===== config.mk =====
export PLATFORM = sky130hd
export DESIGN_NAME = adcsq_top
export DESIGN_NICKNAME = d
export VERILOG_FILES = /design/src/adcsq_pkg.sv /design/src/adcsq_top.sv
export SDC_FILE = /design/constraint.sdc
export NUM_CORES = 1
export LEC_CHECK = 0
export BUFFER_PORTS_ARGS = -buffer_cell sky130_fd_sc_hd__buf_2
export CAP_MARGIN = 10
export CORE_MARGIN = 4
export CORE_UTILIZATION = 45
export DETAILED_ROUTE_END_ITERATION = 7
export PLACE_DENSITY = 0.69
export SYNTH_ARGS = -nofsm -noshare
export SYNTH_HDL_FRONTEND = slang
export SYNTH_SLANG_ARGS = --single-unit

===== constraint.sdc =====
create_clock -name I_CLK -period 2.73 [get_ports I_CLK]
set_clock_uncertainty 0.2 [all_clocks]
set_input_delay 0.273 -clock I_CLK [delete_from_list [all_inputs] [get_ports I_CLK]]
set_output_delay 0.273 -clock I_CLK [all_outputs]
set_load 0.02 [all_outputs]

===== src/adcsq_pkg.sv =====
/*
  adcsq_pkg: shared constants and types of the converter control sequencer.
  assumes: a single 100 MHz system clock; used only with explicit scoping.
*/
package adcsq_pkg;

  // ***********************************************************************
  // timing
  // ***********************************************************************
  localparam int CLK_PERIOD_NS = 10;       // system clock period
  localparam int CONV_TIME_NS  = 2000;     // one conversion, plain default
  // cycles per conversion, rounded down, never below one
  localparam int CONV_CYC      = (CONV_TIME_NS / CLK_PERIOD_NS < 1) ? 1
                                 : CONV_TIME_NS / CLK_PERIOD_NS;

  // ***********************************************************************
  // widths and field layout
  // ***********************************************************************
  localparam int CH_W       = 5;           // analog input number width
  localparam int SAMPLE_W   = 10;          // converted sample width
  localparam int HIGH_W     = 8;           // high byte view of the result
  localparam int SLOT_W     = 2;           // scan slot index width
  localparam int CNT_W      = 12;          // conversion timer width
  localparam int SCAN_SLOTS = 4;           // channels per scan pass

  // ***********************************************************************
  // reset values
  // ***********************************************************************
  localparam logic [CH_W-1:0]     CH_RST     = 5'h00;
  localparam logic [SLOT_W-1:0]   SLOT_FIRST = 2'h0;
  localparam logic [SLOT_W-1:0]   SLOT_LAST  = 2'h3;
  localparam logic [SAMPLE_W-1:0] RES_RST    = 10'h000;
  localparam logic [CNT_W-1:0]    CNT_RST    = 12'h000;

  // ***********************************************************************
  // types
  // ***********************************************************************
  // operating mode, held stable by software outside the stop state
  typedef struct packed {
    logic wait_mode;                       // 1: trigger wait, 0: no-wait
    logic scan_mode;                       // 1: four-channel scan
    logic one_shot;                        // 1: one-shot, 0: sequential
  } adcsq_mode_t;

  // channel select register write
  typedef struct packed {
    logic            wr;                   // one-cycle write strobe
    logic [CH_W-1:0] ch;                   // input, or first scan channel
  } adcsq_chsel_t;

  // start bit write
  typedef struct packed {
    logic wr;                              // one-cycle write strobe
    logic val;                             // value written
  } adcsq_start_t;

  // sequencer states, one-hot
  typedef enum logic [3:0] {
    ST_STOP  = 4'h1,                       // converter stopped
    ST_STBY  = 4'h2,                       // conversion standby
    ST_TRIG  = 4'h4,                       // hardware trigger standby
    ST_CONV  = 4'h8                        // converting
  } adcsq_state_t;

endpackage : adcsq_pkg


===== src/adcsq_top.sv =====
/*
  adcsq_top: sequencer for an on-chip converter in hardware trigger modes.
  assumes: control bits, write strobes and the trigger come from logic on
  I_CLK; the analog core delivers I_SAMPLE valid at the end of each
  conversion window and restarts whenever O_SAMPLE_START pulses.
*/
// How it works
// RL1 - no-wait enable from stop enters standby
// RL2 - software waits stabilization before setting start
// RL3 - no-wait start only arms trigger standby
// RL4 - trigger with start set converts selected input
// RL5 - each conversion end stores result, raises irq
// RL6 - no-wait one-shot keeps start, back to trigger standby
// RL7 - scan converts slots zero to three in order
// RL8 - no-wait scan sequential repeats passes automatically
// RL9 - no-wait scan one-shot keeps start, awaits trigger
// RL10 - trigger mid-conversion aborts and restarts sequence
// RL11 - channel write mid-conversion restarts on new input
// RL12 - start rewrite mid-conversion restarts at first
// RL13 - no-wait start clear aborts, converter stays powered
// RL14 - enable clear in standby stops converter
// RL15 - no-wait triggers ignored while start is zero
// RL16 - start write ignored while enable is zero
// RL17 - wait-mode enable goes straight to trigger standby
// RL18 - wait-mode trigger converts and sets start
// RL19 - wait select sequential converts back to back
// RL20 - wait start clear aborts, converter powers down
// RL21 - wait-mode triggers ignored while enable is zero
// RL22 - trigger is one-cycle event, one restart
`timescale 1ns/1ps
module adcsq_top
#(
  parameter int CONV_CYCLES = adcsq_pkg::CONV_CYC   // cycles per conversion
)
(
  input  wire logic                           I_CLK,
  input  wire logic                           I_SRST,
  input  wire logic                           I_ENABLE,
  input  wire adcsq_pkg::adcsq_start_t        I_START,
  input  wire adcsq_pkg::adcsq_chsel_t        I_CHSEL,
  input  wire adcsq_pkg::adcsq_mode_t         I_MODE,
  input  wire logic                           I_HW_TRIG,
  input  wire logic [adcsq_pkg::SAMPLE_W-1:0] I_SAMPLE,
  output logic                                O_START_BIT,
  output logic [3:0]                          O_STATE,
  output logic                                O_CONV_POWER,
  output logic [adcsq_pkg::CH_W-1:0]          O_CONV_CH,
  output logic                                O_SAMPLE_START,
  output logic [adcsq_pkg::SAMPLE_W-1:0]      O_RESULT,
  output logic [adcsq_pkg::HIGH_W-1:0]        O_RESULT_HIGH,
  output logic                                O_EOC_IRQ
);

  // ***********************************************************************
  // helpers
  // ***********************************************************************
  // input number for a scan slot; scan covers four neighbouring inputs
  function automatic logic [adcsq_pkg::CH_W-1:0] slot_ch(
    input logic [adcsq_pkg::CH_W-1:0]   base,
    input logic [adcsq_pkg::SLOT_W-1:0] slot,
    input logic                         scan
  );
    logic [adcsq_pkg::CH_W-1:0] ofs;
    ofs = {{(adcsq_pkg::CH_W-adcsq_pkg::SLOT_W){1'b0}}, slot};
    slot_ch = scan ? base + ofs : base;
  endfunction : slot_ch

  localparam logic [adcsq_pkg::CNT_W-1:0] CNT_LAST =
    adcsq_pkg::CNT_W'(CONV_CYCLES - 1);

  // ***********************************************************************
  // state and storage
  // ***********************************************************************
  adcsq_pkg::adcsq_state_t               state_r, state_nxt;  // sequencer
  logic                                  start_r, start_nxt;  // start bit
  logic [adcsq_pkg::CH_W-1:0]            ch_r,    ch_nxt;     // channel sel
  logic [adcsq_pkg::SLOT_W-1:0]          slot_r,  slot_nxt;   // scan slot
  logic [adcsq_pkg::CNT_W-1:0]           cnt_r,   cnt_nxt;    // conv timer
  logic                                  trig_d_r;            // trigger last
  logic                                  go_r,    go_nxt;     // start pulse
  logic                                  eoc_r,   eoc_nxt;    // end pulse
  logic [adcsq_pkg::SAMPLE_W-1:0]        res_r,   res_nxt;    // result

  // ***********************************************************************
  // decoding
  // ***********************************************************************
  // RL22 one trigger event
  // a held trigger level counts once, on its rising edge
  wire trig_ev   = I_HW_TRIG & ~trig_d_r;
  wire wait_md   = I_MODE.wait_mode;
  wire scan_md   = I_MODE.scan_mode;
  wire one_shot  = I_MODE.one_shot;
  // RL16 start ignored when disabled
  wire st_wr     = I_START.wr & I_ENABLE;
  wire st_set    = st_wr &  I_START.val;
  wire st_clr    = st_wr & ~I_START.val;
  // RL15 gate trigger by start
  // RL21 gate trigger by enable
  wire trig_ok   = trig_ev & I_ENABLE & (wait_md | start_r);
  wire cnt_done  = (cnt_r == CNT_LAST);
  wire last_slot = ~scan_md | (slot_r == adcsq_pkg::SLOT_LAST);
  // any restart cause while converting
  wire restart   = trig_ok | st_set | I_CHSEL.wr;

  // ***********************************************************************
  // next-state logic
  // ***********************************************************************
  // one process keeps state, start bit, slot and timer in step
  always_comb
  begin
    state_nxt = state_r;
    start_nxt = start_r;
    ch_nxt    = I_CHSEL.wr ? I_CHSEL.ch : ch_r;
    slot_nxt  = slot_r;
    cnt_nxt   = cnt_r;
    go_nxt    = 1'b0;
    eoc_nxt   = 1'b0;
    res_nxt   = res_r;
    // start writes land in the bit unless overruled below
    if (st_wr)
    begin
      start_nxt = I_START.val;
    end
    case (state_r)
      adcsq_pkg::ST_STOP:
      begin
        start_nxt = 1'b0;
        if (I_ENABLE)
        begin
          // RL17 wait mode skips standby
          // RL1 no-wait enters standby
          state_nxt = wait_md ? adcsq_pkg::ST_TRIG : adcsq_pkg::ST_STBY;
        end
      end
      adcsq_pkg::ST_STBY:
      begin
        if (!I_ENABLE)
        begin
          // RL14 standby to stop
          state_nxt = adcsq_pkg::ST_STOP;
          start_nxt = 1'b0;
        end
        else if (st_set)
        begin
          // RL3 arm only, no conversion
          state_nxt = adcsq_pkg::ST_TRIG;
        end
      end
      adcsq_pkg::ST_TRIG:
      begin
        if (!I_ENABLE)
        begin
          state_nxt = adcsq_pkg::ST_STOP;
          start_nxt = 1'b0;
        end
        else if (trig_ok)
        begin
          // RL4 trigger starts conversion
          // RL18 hardware sets start, wins over a clear
          // RL7 scan begins at slot zero
          state_nxt = adcsq_pkg::ST_CONV;
          start_nxt = 1'b1;
          slot_nxt  = adcsq_pkg::SLOT_FIRST;
          cnt_nxt   = adcsq_pkg::CNT_RST;
          go_nxt    = 1'b1;
        end
        else if (st_clr && !wait_md)
        begin
          state_nxt = adcsq_pkg::ST_STBY;
        end
        else if (wait_md)
        begin
          // wait mode keeps the start bit low until a trigger
          start_nxt = 1'b0;
        end
      end
      adcsq_pkg::ST_CONV:
      begin
        if (!I_ENABLE)
        begin
          state_nxt = adcsq_pkg::ST_STOP;
          start_nxt = 1'b0;
        end
        else if (st_clr && !(wait_md && trig_ok))
        begin
          // RL13 no-wait clear: standby, powered
          // RL20 wait clear: trigger standby, unpowered
          state_nxt = wait_md ? adcsq_pkg::ST_TRIG : adcsq_pkg::ST_STBY;
          start_nxt = 1'b0;
        end
        else if (restart)
        begin
          // RL10 trigger restarts sequence
          // RL11 channel write restarts on new input
          // RL12 start rewrite restarts at first
          start_nxt = 1'b1;
          slot_nxt  = adcsq_pkg::SLOT_FIRST;
          cnt_nxt   = adcsq_pkg::CNT_RST;
          go_nxt    = 1'b1;
        end
        else if (cnt_done)
        begin
          // RL5 store result and raise irq
          res_nxt = I_SAMPLE;
          eoc_nxt = 1'b1;
          cnt_nxt = adcsq_pkg::CNT_RST;
          if (!last_slot)
          begin
            // RL7 next scan slot
            slot_nxt = slot_r + 2'h1;
            go_nxt   = 1'b1;
          end
          else if (!one_shot)
          begin
            // RL8 scan pass repeats
            // RL19 select converts back to back
            slot_nxt = adcsq_pkg::SLOT_FIRST;
            go_nxt   = 1'b1;
          end
          else if (wait_md)
          begin
            // wait one-shot drops start and idles unpowered
            state_nxt = adcsq_pkg::ST_TRIG;
            start_nxt = 1'b0;
          end
          else
          begin
            // RL6 select one-shot keeps start
            // RL9 scan one-shot keeps start
            state_nxt = adcsq_pkg::ST_TRIG;
            slot_nxt  = adcsq_pkg::SLOT_FIRST;
          end
        end
        else
        begin
          cnt_nxt = cnt_r + 12'h001;
        end
      end
      default:
      begin
        state_nxt = adcsq_pkg::ST_STOP;
        start_nxt = 1'b0;
      end
    endcase
  end

  // ***********************************************************************
  // registers
  // ***********************************************************************
  // control state, cleared by the synchronous reset
  always_ff @(posedge I_CLK)
  begin
    if (I_SRST)
    begin
      state_r  <= adcsq_pkg::ST_STOP;
      start_r  <= 1'b0;
      ch_r     <= adcsq_pkg::CH_RST;
      slot_r   <= adcsq_pkg::SLOT_FIRST;
      cnt_r    <= adcsq_pkg::CNT_RST;
      trig_d_r <= 1'b0;
      go_r     <= 1'b0;
      eoc_r    <= 1'b0;
    end
    else
    begin
      state_r  <= state_nxt;
      start_r  <= start_nxt;
      ch_r     <= ch_nxt;
      slot_r   <= slot_nxt;
      cnt_r    <= cnt_nxt;
      trig_d_r <= I_HW_TRIG;
      go_r     <= go_nxt;
      eoc_r    <= eoc_nxt;
    end
  end

  // result keeps its last value across aborts; partial data never lands
  always_ff @(posedge I_CLK)
  begin
    if (I_SRST)
    begin
      res_r <= adcsq_pkg::RES_RST;
    end
    else
    begin
      res_r <= res_nxt;
    end
  end

  // ***********************************************************************
  // outputs
  // ***********************************************************************
  assign O_START_BIT    = start_r;
  assign O_STATE        = state_r;
  // wait mode powers the converter only while converting
  assign O_CONV_POWER   = (state_r == adcsq_pkg::ST_CONV)
                        | (!wait_md && state_r != adcsq_pkg::ST_STOP);
  assign O_CONV_CH      = slot_ch(ch_r, slot_r, scan_md);
  assign O_SAMPLE_START = go_r;
  assign O_RESULT       = res_r;
  assign O_RESULT_HIGH  = res_r[adcsq_pkg::SAMPLE_W-1 -: adcsq_pkg::HIGH_W];
  assign O_EOC_IRQ      = eoc_r;

endmodule : adcsq_top


==> metrics <==
status completed; DIE AREA 0.00612 mm2; crit path cell chain ha_1 -> inv_1 -> fa_1 -> nand4b_1 -> xnor2_1 -> buf_2; DR iter-0 viols 149; Post-Route WL 5.05 mm; vias per std cell 5.58; Port Buffers 55; first-pass GRT wire length 8.70 mm; clock-pin slew on the worst setup and hold paths 0.07 ns; XOR/XNOR Fraction of Synth Area 0.0197; Clock Sinks 37; placed cell area 0.00250 mm2; RSZ-0062 raised after global routing no; synthesized flop and latch total 37; simple logic cell fraction of the synthesized area 0.271; final setup vio count 0; initial antenna violation count 0; Rows 25; largest net degree at the start of global routing 19; share of cells above drive strength 1 0.264; clk_lat worst skew 0.29 ns; hold slack 0.0129 ns; synthesized area 0.00222 mm2; H-tree Lvls 2; register area share after synthesis 0.334; fill cell count 479; worst slew pin tran 0.774 ns; Sum Neg Setup Slack 0 ns; WL/cell 13.6 um; chip width 78.2 um; Final period util 0.847; Compound-Gate Fraction of Synth Area 0.202; Overflow after GRT 0; largest family of logic cells by synthesized area simple AND/OR/NAND/NOR gates; CTS buffer count 5; Final Hold Viols 0; Synthesis Warnings 0; max incr delay on CP 0.39 ns; Crit Path Max Fanout 4; max-slew violations 0; vias in the first global route 1,873; IO Pins 56; Final Total Pwr 1080 uW; DIE HEIGHT 78.2 um; Ant. Diodes 0; Root Buffer clkbuf_8; Crit path max-delay family adder cells; Static Leak 0.00103 uW; synth-to-layout area growth 16.8%; CP max-delay cell dfxtp_1; vias 2,066; min Tclk post-route 2.31 ns; ANT nets after route 0; DRC 0; Fmax 433 MHz; clock tree buffer depth 2; max-slew headroom at the worst pin 0.484; Primary FF master, synth dfxtp_1; crit path buf inv count 2; Setup crit start kind flip-flop; GR Util All Layers 0.175; CP Data Required Time 2.26 ns; synthesized net count 286; Final Cell Area 0.00259 mm2; Util after Layout 0.545; Post-Syn Instances 256; arrival time at the worst endpoint 1.84 ns; mux cell area share after synthesis 0.0773; Starting Density 0.467; max cap viols 0; CTS Hold Bufs 0; Post-synth EDFFs 0; Worst Setup End Kind primary output; adder-cell share of the synthesized area 0.0316; setup bufs post-CTS 0; Post-layout nets 333; post-cts gate resize count 0; core area 0.00475 mm2; GP Congestion 0.875; fraction of registers with async set/reset 0; Synth cell types 58; kind of critical path flip-flop to primary output; syn avg cell area 8.67 um2; CTS tree built; DP HPWL 3.80 mm; Hold Crit Class input port to flip-flop; Max VDD drop 0.242 mV; pwr dens 418 mW/mm2; Initial DRT Pass Iterations 4
==> layer usage <==
layer  share of wire  vias up  wire length, um  global-route usage
li1                -     1043                -                   -
met5               0        -                0                   0
met2            0.48       57             2440               0.277
met1            0.44      956             2230               0.227
met4           0.017        0               84              0.0559
met3           0.058       10              295              0.0550
==> layout make-up <==
cell class | count | area (um2) | share of cell area
sequential | 37 | 741 | 0.286
inverter | 7 | 26.3 | 0.0101
multi-input combinational | 191 | 1330 | 0.515
tap | 67 | 83.8 | 0.0324
clock buffer | 7 | 86.3 | 0.0333
timing repair buffer | 61 | 320 | 0.124
==> final timing paths <==
check,startpoint,endpoint,slack (ns),cells past startpoint
setup / recovery,slot_r[0],O_CONV_CH[4],0.42,6
hold / removal,I_CHSEL[1],ch_r[1],0.01,3
setup reg to reg,O_STATE[1],cnt_r[5],0.47,5
hold reg to reg,cnt_r[1],cnt_r[1],0.27,2
==> power breakdown <==
part	internal [uW]	switching [uW]
Clock	200	181
Combinational	55.3	82.1
Sequential	548	15.9
Total	804	279
==> state kept, by name, indices dropped and copies added, names as in the netlist <==
signal and flops:
trig_d_r 1, cnt_r 12, O_STATE 4, O_START_BIT 1, O_SAMPLE_START 1, O_RESULT 10, O_EOC_IRQ 1, slot_r 2
ch_r 5
==> cell families after synthesis <==
group / after synthesis
AO/OA/AOI/OAI: 61
AND/OR/NAND/NOR: 103
adder cells (fa/ha/maj): 5
buffers and inverters: 28
multiplexers: 17
flip-flops: 37
XOR/XNOR: 5
==> tightest hold or removal path: stages <==
cell and delay (ns):
buf_2 0.07, mux2i_1 0.05, nor2_1 0.07
==> synthesized netlist by cell type (all sizes together), types with 2 or more instances <==
cell type  count  area (um2)
dfxtp         37         741
nand2b         5        31.3
o211ai         4        35.0
and2           2        12.5
xor2           2        17.5
nand4          2        12.5
nor2b          3        18.8
nand4b         2        17.5
or4            2        18.8
a41oi          2        17.5
o2111ai        2        17.5
o21ai         15        75.1
nor4           7        58.8
nor2          37         141
a32oi          2        17.5
a21oi         12        60.1
buf           13        87.6
o41ai          4        50.1
clkbuf         8        30.0
a211oi         2        15.0
nand2          8        30.0
or3            4        25.0
nand3          6        30.0
a22oi          2        15.0
nand3b         6        45.0
inv            7        26.3
mux2i         16         160
xnor2          3        26.3
o31ai          8        73.8
nor3          11        76.3
ha             4        50.1
nor4b          4        50.1
==> cells in the final DEF, fill, tap and decap left out, types with 3 or more instances in the layout <==
cell type and instances:
buf_2 55, dfxtp_1 37, nor2_1 36, mux2i_1 16, o21ai_0 15, a21oi_1 12, nand2_1 8, nor3_1 8
inv_1 7, o31ai_1 7, nand3_1 6, nand3b_1 6, nor4_1 6, clkbuf_8 6, buf_4 6, nand2b_1 5
or3_1 4, ha_1 4, xnor2_1 3, nor2b_1 3, nor4b_1 3, o211ai_1 3
==> metrics by stage <==
step | setup slack (ns) | std cells
6_report | 0.418 | 370
2_1_floorplan | 0.692 | 256
3_5_place_dp | 0.381 | 363
4_1_cts | 0.385 | 370
5_1_grt | 0.274 | 370
3_3_place_gp | 0.434 | 363
Power figures use the tool's default switching activity.
